==> src/hw/obq_regs.svh <==
`ifndef OBQ_REGS_SVH
`define OBQ_REGS_SVH

// Query space layout, word addresses in the word-addressed query space
`define OBQ_QUERY_BASE      16'h010a
`define OBQ_FIRST_OFS       16'h000e
`define OBQ_LAST_OFS        16'h0021
`define OBQ_SYNC_FIRST_OFS  16'h001f
`define OBQ_SYNC_LAST_OFS   16'h0021

// Table memory geometry
`define OBQ_MEM_AW          5
`define OBQ_MEM_DEPTH       32
`define OBQ_TABLE_LAST_IDX  5'h13
`define OBQ_IDX_ZERO        5'h00
`define OBQ_IDX_ONE         5'h01
`define OBQ_IDX_STRAP       5'h02

// Absolute query addresses
`define OBQ_A_OTP_FIELDS    16'h0118
`define OBQ_A_OTP1_LO       16'h0119
`define OBQ_A_OTP1_HI       16'h011a
`define OBQ_A_OTP1_FACT     16'h011b
`define OBQ_A_OTP1_USER     16'h011c
`define OBQ_A_PROT2_B0      16'h011d
`define OBQ_A_USR_GRP_LO    16'h0124
`define OBQ_A_USR_GRP_EXP   16'h0126
`define OBQ_A_PAGE_SIZE     16'h0127
`define OBQ_A_SYNC_COUNT    16'h0128
`define OBQ_A_SYNC_CFG1     16'h0129
`define OBQ_A_SYNC_CFG2     16'h012a
`define OBQ_A_SYNC_CFG3     16'h012b

// Byte values
`define OBQ_V_OTP_FIELDS    8'h02
`define OBQ_V_OTP1_LO       8'h80
`define OBQ_V_OTP1_HI       8'h00
`define OBQ_V_OTP1_FACT     8'h03
`define OBQ_V_OTP1_USER     8'h03
`define OBQ_V_PROT2_B0      8'h89
`define OBQ_V_ZERO          8'h00
`define OBQ_V_USR_GRP_LO    8'h10
`define OBQ_V_USR_GRP_EXP   8'h04
`define OBQ_V_PAGE_NONMUX   8'h05
`define OBQ_V_PAGE_MUX      8'h00
`define OBQ_V_SYNC_COUNT    8'h03
`define OBQ_V_SYNC_CFG1     8'h02
`define OBQ_V_SYNC_CFG2     8'h03
`define OBQ_V_SYNC_CFG3     8'h07

// Sync configuration entry fields
`define OBQ_SYNC_CODE_W     3
`define OBQ_SYNC_CONT       3'h7
`define OBQ_WORDS_ZERO      16'h0000
`define OBQ_WORDS_ONE       16'h0001
`define OBQ_UPPER_ZERO      8'h00

`endif

==> src/hw/obq_pkg.sv <==
package obq_pkg;

    typedef logic [7:0]  obq_byte_type;
    typedef logic [15:0] obq_addr_type;

    typedef enum logic [1:0] {
        OBQ_FILL,
        OBQ_IDLE,
        OBQ_LOOKUP,
        OBQ_DELIVER
    } obq_state_type;

endpackage : obq_pkg

==> src/hw/obq_mem.sv <==
`include "obq_regs.svh"

module obq_mem (
    input  wire logic                      sys_clk_i,
    input  wire logic                      wr_en_i,
    input  wire logic [`OBQ_MEM_AW-1:0]    wr_addr_i,
    input  wire obq_pkg::obq_byte_type     wr_data_i,
    input  wire logic [`OBQ_MEM_AW-1:0]    rd_addr_i,
    output obq_pkg::obq_byte_type          rd_data_o
);

    obq_pkg::obq_byte_type store [`OBQ_MEM_DEPTH];

    // No reset on the array; entries 0 to 19 are filled before any read is served
    always_ff @(posedge sys_clk_i) begin
        if (wr_en_i) begin
            store[wr_addr_i] <= wr_data_i;
        end
    end

    always_ff @(posedge sys_clk_i) begin
        rd_data_o <= store[rd_addr_i];
    end

endmodule : obq_mem

==> src/hw/obq_query_table.sv <==
`include "obq_regs.svh"

module obq_query_table (
    input  wire logic                   sys_clk_i,
    input  wire logic                   resetn_i,
    input  wire logic                   query_mode_i,
    input  wire logic                   rd_req_i,
    input  wire obq_pkg::obq_addr_type  rd_addr_i,
    input  wire logic                   mux_strap_i,
    output logic                        ready_o,
    output logic [15:0]                 data_o,
    output logic                        data_valid_o,
    output logic                        hit_o,
    output logic [15:0]                 burst_words_o,
    output logic                        burst_cont_o
);

    obq_pkg::obq_state_type         state;
    obq_pkg::obq_state_type         next_state;
    logic [`OBQ_MEM_AW-1:0]         fill_idx;
    logic                           mux_sync1;
    logic                           mux_sync2;
    logic                           mux_iface;
    obq_pkg::obq_addr_type          req_ofs;
    logic                           req_hit;
    logic                           req_sync;
    logic                           look_hit;
    logic                           look_sync;
    obq_pkg::obq_byte_type          mem_rdata;
    obq_pkg::obq_byte_type          fill_data;

    // Offset from the query base; locations outside the table read zero
    function automatic obq_pkg::obq_addr_type base_ofs(input obq_pkg::obq_addr_type addr);
        base_ofs = addr - `OBQ_QUERY_BASE;
    endfunction : base_ofs

    function automatic logic ofs_in(input obq_pkg::obq_addr_type ofs,
                                    input obq_pkg::obq_addr_type lo,
                                    input obq_pkg::obq_addr_type hi);
        ofs_in = (ofs >= lo) && (ofs <= hi);
    endfunction : ofs_in

    // Constant byte for each table slot, slot 0 being the OTP field count
    function automatic obq_pkg::obq_byte_type table_byte(input logic [`OBQ_MEM_AW-1:0] idx,
                                                         input logic mux);
        obq_pkg::obq_addr_type addr;
        addr = `OBQ_QUERY_BASE + `OBQ_FIRST_OFS + {11'h000, idx};
        table_byte = `OBQ_V_ZERO;
        unique case (addr)
            `OBQ_A_OTP_FIELDS: table_byte = `OBQ_V_OTP_FIELDS;
            `OBQ_A_OTP1_LO:    table_byte = `OBQ_V_OTP1_LO;
            `OBQ_A_OTP1_HI:    table_byte = `OBQ_V_OTP1_HI;
            `OBQ_A_OTP1_FACT:  table_byte = `OBQ_V_OTP1_FACT;
            `OBQ_A_OTP1_USER:  table_byte = `OBQ_V_OTP1_USER;
            `OBQ_A_PROT2_B0:   table_byte = `OBQ_V_PROT2_B0;
            `OBQ_A_USR_GRP_LO: table_byte = `OBQ_V_USR_GRP_LO;
            `OBQ_A_USR_GRP_EXP: table_byte = `OBQ_V_USR_GRP_EXP;
            `OBQ_A_PAGE_SIZE:  table_byte = mux ? `OBQ_V_PAGE_MUX : `OBQ_V_PAGE_NONMUX;
            `OBQ_A_SYNC_COUNT: table_byte = `OBQ_V_SYNC_COUNT;
            `OBQ_A_SYNC_CFG1:  table_byte = `OBQ_V_SYNC_CFG1;
            `OBQ_A_SYNC_CFG2:  table_byte = `OBQ_V_SYNC_CFG2;
            `OBQ_A_SYNC_CFG3:  table_byte = `OBQ_V_SYNC_CFG3;
            default:           table_byte = `OBQ_V_ZERO;
        endcase
    endfunction : table_byte

    // Burst length in words; zero stands for an unbounded linear burst
    function automatic logic [15:0] burst_words(input logic [`OBQ_SYNC_CODE_W-1:0] code);
        if (code == `OBQ_SYNC_CONT) begin
            burst_words = `OBQ_WORDS_ZERO;
        end else begin
            burst_words = `OBQ_WORDS_ONE << (code + `OBQ_SYNC_CODE_W'(1));
        end
    endfunction : burst_words

    // Strap comes from a pin; two stages before use
    always_ff @(posedge sys_clk_i) begin
        if (!resetn_i) begin
            mux_sync1 <= 1'b0;
            mux_sync2 <= 1'b0;
        end else begin
            mux_sync1 <= mux_strap_i;
            mux_sync2 <= mux_sync1;
        end
    end

    // Interface kind frozen once the second stage holds the strap sampled after release
    always_ff @(posedge sys_clk_i) begin
        if (!resetn_i) begin
            mux_iface <= 1'b0;
        end else if (state == obq_pkg::OBQ_FILL && fill_idx == `OBQ_IDX_STRAP) begin
            mux_iface <= mux_sync2;
        end
    end

    always_ff @(posedge sys_clk_i) begin
        if (!resetn_i) begin
            fill_idx <= `OBQ_IDX_ZERO;
        end else if (state == obq_pkg::OBQ_FILL) begin
            fill_idx <= fill_idx + `OBQ_IDX_ONE;
        end
    end

    // Page size slot is filled long after the strap froze
    assign fill_data = table_byte(fill_idx, mux_iface);

    assign req_ofs = base_ofs(rd_addr_i);

    always_comb begin
        next_state = state;
        unique case (state)
            obq_pkg::OBQ_FILL: begin
                if (fill_idx == `OBQ_TABLE_LAST_IDX) begin
                    next_state = obq_pkg::OBQ_IDLE;
                end
            end
            obq_pkg::OBQ_IDLE: begin
                if (rd_req_i && query_mode_i) begin
                    next_state = obq_pkg::OBQ_LOOKUP;
                end
            end
            obq_pkg::OBQ_LOOKUP: begin
                next_state = obq_pkg::OBQ_DELIVER;
            end
            obq_pkg::OBQ_DELIVER: begin
                next_state = obq_pkg::OBQ_IDLE;
            end
        endcase
    end

    always_ff @(posedge sys_clk_i) begin
        if (!resetn_i) begin
            state <= obq_pkg::OBQ_FILL;
        end else begin
            state <= next_state;
        end
    end

    always_ff @(posedge sys_clk_i) begin
        if (!resetn_i) begin
            ready_o <= 1'b0;
        end else begin
            ready_o <= (next_state == obq_pkg::OBQ_IDLE);
        end
    end

    // Request capture; memory index is the offset past the first table slot
    always_ff @(posedge sys_clk_i) begin
        if (!resetn_i) begin
            req_hit  <= 1'b0;
            req_sync <= 1'b0;
            look_hit  <= 1'b0;
            look_sync <= 1'b0;
        end else begin
            if (state == obq_pkg::OBQ_IDLE && rd_req_i && query_mode_i) begin
                req_hit  <= ofs_in(req_ofs, `OBQ_FIRST_OFS, `OBQ_LAST_OFS);
                req_sync <= ofs_in(req_ofs, `OBQ_SYNC_FIRST_OFS, `OBQ_SYNC_LAST_OFS);
            end
            look_hit  <= req_hit;
            look_sync <= req_sync;
        end
    end

    logic [`OBQ_MEM_AW-1:0] req_idx;

    always_ff @(posedge sys_clk_i) begin
        if (!resetn_i) begin
            req_idx <= `OBQ_IDX_ZERO;
        end else if (state == obq_pkg::OBQ_IDLE && rd_req_i && query_mode_i) begin
            req_idx <= `OBQ_MEM_AW'(req_ofs - `OBQ_FIRST_OFS);
        end
    end

    obq_mem u_mem (
        .sys_clk_i (sys_clk_i),
        .wr_en_i   (state == obq_pkg::OBQ_FILL),
        .wr_addr_i (fill_idx),
        .wr_data_i (fill_data),
        .rd_addr_i (req_idx),
        .rd_data_o (mem_rdata)
    );

    // byte on low lines, upper zero
    always_ff @(posedge sys_clk_i) begin
        if (!resetn_i) begin
            data_o       <= {`OBQ_UPPER_ZERO, `OBQ_V_ZERO};
            data_valid_o <= 1'b0;
            hit_o        <= 1'b0;
        end else begin
            data_valid_o <= (state == obq_pkg::OBQ_DELIVER);
            if (state == obq_pkg::OBQ_DELIVER) begin
                data_o <= {`OBQ_UPPER_ZERO, look_hit ? mem_rdata : `OBQ_V_ZERO};
                hit_o  <= look_hit;
            end
        end
    end

    always_ff @(posedge sys_clk_i) begin
        if (!resetn_i) begin
            burst_words_o <= `OBQ_WORDS_ZERO;
            burst_cont_o  <= 1'b0;
        end else if (state == obq_pkg::OBQ_DELIVER) begin
            if (look_hit && look_sync) begin
                burst_words_o <= burst_words(mem_rdata[`OBQ_SYNC_CODE_W-1:0]);
                burst_cont_o  <= (mem_rdata[`OBQ_SYNC_CODE_W-1:0] == `OBQ_SYNC_CONT);
            end else begin
                burst_words_o <= `OBQ_WORDS_ZERO;
                burst_cont_o  <= 1'b0;
            end
        end
    end

endmodule : obq_query_table

==> config.mk <==
export PLATFORM = sky130hd
export DESIGN_NAME = obq_query_table
export DESIGN_NICKNAME = d
export VERILOG_FILES = /design/src/hw/obq_pkg.sv /design/src/hw/obq_mem.sv /design/src/hw/obq_query_table.sv
export VERILOG_INCLUDE_DIRS = /design/src /design/src/hw
export SDC_FILE = /design/constraint.sdc
export NUM_CORES = 1
export LEC_CHECK = 0
export BUFFER_PORTS_ARGS = -buffer_cell sky130_fd_sc_hd__buf_2
export CAP_MARGIN = 5
export CORE_MARGIN = 10
export CORE_UTILIZATION = 45
export CTS_BUF_LIST = sky130_fd_sc_hd__clkbuf_8
export DETAILED_ROUTE_END_ITERATION = 6
export PLACE_DENSITY = 0.66
export SLEW_MARGIN = 30
export SYNTH_ARGS = -nofsm -noshare
export SYNTH_HDL_FRONTEND = slang
export SYNTH_SLANG_ARGS = --single-unit
==> constraint.sdc <==
create_clock -name sys_clk_i -period 9.81 [get_ports sys_clk_i]
set_clock_uncertainty 0.05 [all_clocks]
set_input_delay 1.962 -clock sys_clk_i [delete_from_list [all_inputs] [get_ports sys_clk_i]]
set_output_delay 1.962 -clock sys_clk_i [all_outputs]
set_load 0.02 [all_outputs]
# == After elaboration in Yosys (flattened, before gate mapping) ==
# Memory sizes are Yosys's and may differ from the RTL's. A register that Yosys moved wholly into a read port is not among the register bits.
# Index checks and enable logic that the tools add are counted.
# op_classes
n_bitwise,0
shifts,1
n_mux,11
eq_ne,19
n_lt_le_gt_ge,3
n_reduce_logical,10
add_sub_neg,5
mul,0
div_mod_pow,0
# ops
operator,count
$eq 10x9->1 const B,12
$pmux 8 s8,1
$mux 16,2
$ge 16x4->1 const B,1
$ge 16x5->1 const B,1
$le 16x6->1 const B,1
$shl 1x3->16 const A,1
$sub 16x9->16 const B,1
$add 9x5->10 const A,1
$mux 8,1
$pmux 2 s4,1
$logic_and 1x1->1,7
$add 5x1->5 const B,1
$eq 5x2->1 const B,1
$eq 5x5->1 const B,1
$sub 5x4->5 const B,1
$eq 2x1->1 const B,2
$eq 2x2->1 const B,2
$mux 2,2
$reduce_or 4->1,1
$add 3x1->3 const B,1
$eq 3x3->1 const B,1
$mux 1,3
$mux 3,1
other kinds (2),2
# totals
ram_bits,256
inputBits,21
rom_bits,0
elab_cells,66
reg_bits,47
memories,1
out_inout_bits,36
latchBits,0
# memory_table
memory,words,word_bits,rd,rd_clocked_by_memory_dff,wr,line,rtl
u_mem.store,32,8,1,1,1,obq_mem.sv:12,obq_pkg::obq_byte_type store [`OBQ_MEM_DEPTH];

# == Depth between registers and ports, before layout ==
# logic_depth
ltp_word,4
depth_mapped,8

# == Hierarchy ==
# Synthesis repeated with hierarchy kept, for this count alone.
# hier_totals
cells_unflattened,697
hier_area_um2,12318.1
# by_module_without_submodules
mod,cells_per_inst,instances,area_each_um2
obq_mem,417,1,10053.4
obq_query_table,280,1,2264.7

# == Worst setup path after synthesis ==
# Ideal clock, no wire load.
# synth_path
kind,input-to-reg
startpoint,in rd_addr_i[11]
endpoint,reg req_sync
n_path_buf,0
stages,6
setup_time_ns,0.069
setup_slack_ns,6.268
arrival_ns,3.423
required_ns,9.691
cell_sequence,or4_1 or3_1 o21ai_0 nor4b_1 nand4_1 o21ai_1
# synth_between
elab_chain_len,3
# synth_rtl
item,line,rtl
"start, declared",obq_query_table.sv:8,"input wire obq_pkg::obq_addr_type rd_addr_i,"
$sub 16x9->16 (no line) (*),-,
$ge 16x5->1 or $le 16x6->1 (tied branches),obq_query_table.sv:40,ofs_in = (ofs >= lo) && (ofs <= hi);
$logic_and 1x1->1 (*),obq_query_table.sv:40,
"end signal, assigned",obq_query_table.sv:157,"req_sync <= ofs_in(req_ofs, `OBQ_SYNC_FIRST_OFS, `OBQ_SYNC_LAST_OFS);"
"end, declared",obq_query_table.sv:26,logic req_sync;
# Every way passes the cells marked *; elsewhere a longest branch is shown, timed or not.
# A chain may end at the register's enable or synchronous reset.

# == Worst setup path after layout ==
# Same ends and word-level chain as after synthesis.

==> results.yml <==
floorplan:
  ios: 57
  die_w_um: 166.7
  initial_core_util: 0.4591
  coreArea_mm2: 0.02109
  die_h_um: 166.7
  die_area_mm2: 0.02778
  row_count: 53
cts:
  path_clk_slew_ps: 60
  hold_buffers: 0
  tritoncts: "yes"
  cts_made_buffers: 38
  post_cts_resized: 0
  h-tree-depth: 2
  clkLatencyLatePin_ps: 520
  cts_buffer_depth: 3
  cts_setup_buffers: 0
  cts_sinks: 235
  cts-root-buf: "clkbuf_8"
global_route:
  grt_pass1_wl_mm: 31.28
  antenna_found_initial: 0
  grtUsageTotal: 0.1425
  grt_overflow: 0
  first_global_vias: 5387
  grt_max_degree: 50
critical_path:
  r2r_cells: 6
  crit_fanout: 3
  timing.rr.end: "u_mem.store[4][0]"
  crit_chain: "buf_2 > or4_1 > or3_1 > o21ai_0 > nor4b_1 > nand4_1 > o21ai_1"
  slowest_stage: "or4_1"
  reg2reg_from: "fill_idx[3]"
  path_buf_inv: 1
  worst_path_dominant_cell_family: "simple AND/OR/NAND/NOR gates"
  worst-r2r-setup-slack_ps: 6750
  path_class: "in2reg"
  slowest_delay_ps: 540
  critPathArrivalTime_ps: 3740
  start_kind: "input port"
  required_ps: 10210
  end_kind: "flip-flop"
place:
  port_buffers: 38
  routabilityCongestion: 0.8266
  dp.final_hpwl_mm: 12.84
synthesis:
  synthCells: 581
  synth_fa_ha_area_frac: 0.01422
  synth.most_common_cell: "edfxtp_1"
  synth_seq_area_share: 0.6845
  synthMuxAreaShare: 0.1498
  synth_ff_type: "edfxtp_1"
  ys_async_sr_fraction: 0
  synth_top_area_frac: 0.5956
  yosysTopAreaCell: "edfxtp_1"
  syn_area_mm2: 0.009681
  synthXorXnorAreaFrac: 0.007238
  synth_simple_gate_area_frac: 0.08233
  synthTopCellsByArea: "edfxtp_1 (60%), mux4_2 (14%), dfxtp_1 (8.9%)"
  ys_types: 47
  synth_compound_area_frac: 0.03167
  ys_top_cells_by_count: "edfxtp_1 (192), mux4_2 (60), dfxtp_1 (43), nor2_1 (43), nand2_1 (30)"
  ys_warn_count: 0
  synth.avg_cell_area_um2: 16.66
  synth-edff-count: 192
  ys_ff_latch: 235
  synth_top_family_by_area: "multiplexers"
drt:
  drt-initial-drc-count: 521
  wl_mm: 19.89
  dr.pass1.iters: 5
  wl_per_cell_um: 21.20
  vias: 5227
  via_per_inst: 5.572
  drc: 0
  drtAntennaViolNets: 0
timing:
  holdWs_ps: 383.4
  fmax_mhz: 299.4
  setup_viol: 0
  tns_ps: 0
  drv_slew: 0
  period_needed_ps: 3340
  slew-limit-headroom: 0.4069
  fin_crit_sh: 0.3404
  rsz0062_at_grt: "false"
  hold_violations: 0
  worst_pin_slew_ps: 884.5
final_layout:
  diodes: 0
  nNetsFinal: 669
  drive_above_1_share: 0.2519
  syn2layout_area_growth_pct: 11.61
min_path:
  min_to: "mux_sync2"
  hold_start: "mux_sync1"
  min_path_type: "reg2reg"
  worstHoldPathCells: 1
flow_run:
  max_cap_viol_count: 0
run_status:
  status: "completed"
pwr:
  vdd_ir_drop_max_uv: 74.78
  powerDensity_mw_per_mm2: 181.0
  p_leak_nw: 3.596
## how the worst max path moves through the flow
stage / depth (start not counted) / endpoint / slack, ps / startpoint
floorplan: 6 / req_sync / 6270 / rd_addr_i[11]
global placement: 7 / req_hit / 6050 / rd_addr_i[11]
detailed placement: 7 / req_sync / 6000 / rd_addr_i[11]
CTS: 6 / u_mem.store[4][0] / 6460 / fill_idx[3]
global route: 7 / req_sync / 6410 / query_mode_i
finish: 7 / req_sync / 6470 / rd_addr_i[11]
## stage by stage
step	instances	setup WS, ps	instance area, um2	utilization	power, mW
6_report	938	6471	10800	0.5123	1.955
5_1_grt	938	6414	10800	0.5123	2.026
4_1_cts	938	6455	10800	0.5122	1.972
3_5_place_dp	872	5998	10130	0.4802	1.225
3_3_place_gp	870	6049	10080	0.4778	1.221
2_1_floorplan	598	6268	9744	-	1.193
## flip-flops by register name, indices dropped and copies added, names as in the netlist, 2 cells and up
signal	flops
burst_words_o	8
fill_idx	5
state	2
req_idx	5
data_o	6
u_mem.store	192
u_mem.rd_data_o	6
## cell usage in the layout, fill, tap and decap left out, types with 2 or more instances in the layout
master    instances
and2_1           14
mux4_2           60
ha_1             11
nand2b_1          7
clkbuf_8         42
dfxtp_2           2
clkinv_2          3
dfxtp_1          40
o21ai_1           3
mux2_2            7
xnor2_1           7
a21boi_0         13
edfxtp_1        192
a31oi_1           5
clkinv_1          4
nor4b_1           3
nor2_1           43
conb_1           18
o211ai_1          2
nand3_1          10
o21ai_0           6
buf_4             4
mux2i_1           2
nand2_1          30
a21oi_1          10
nor4_1            2
or3_1             2
or4_1             2
nor2b_1          13
nand4_1           5
nor3_1           13
inv_1            25
nand3b_1          4
buf_2            38
## kinds of logic (layout without fill, tap and decap cells)
group	Yosys count	after routing
simple gates	156	156
flops	235	235
other cells	1	18
fa+ha+maj	11	11
buf+inv	54	119
mux	69	69
compound gates	47	47
xor+xnor	8	8
## routing by layer
metal	global-route usage	up-vias	wire (um)
met5	0	-	0
met4	0.04926	0	449
met3	0.03389	43	1418
met2	0.2308	187	9574
met1	0.1844	2657	8444
li1	-	2340	-
## report_power, final
group	switching [mW]	internal, mW
clock	0.360	0.391
combinational	0.0638	0.0312
sequential	0.00833	1.10
total	0.432	1.52
## area by class of cell
cell class              instances  area (um2)
clock buffers                  42       578.1
clock inverters                24       97.59
fillers                      1740       10280
inverters                       9       33.78
multi-input cells             309        2850
flip-flops and latches        235        6633
well taps                     275       344.1
repair buffers                 44       267.8
No activity file was read; power rests on OpenSTA's default activity.
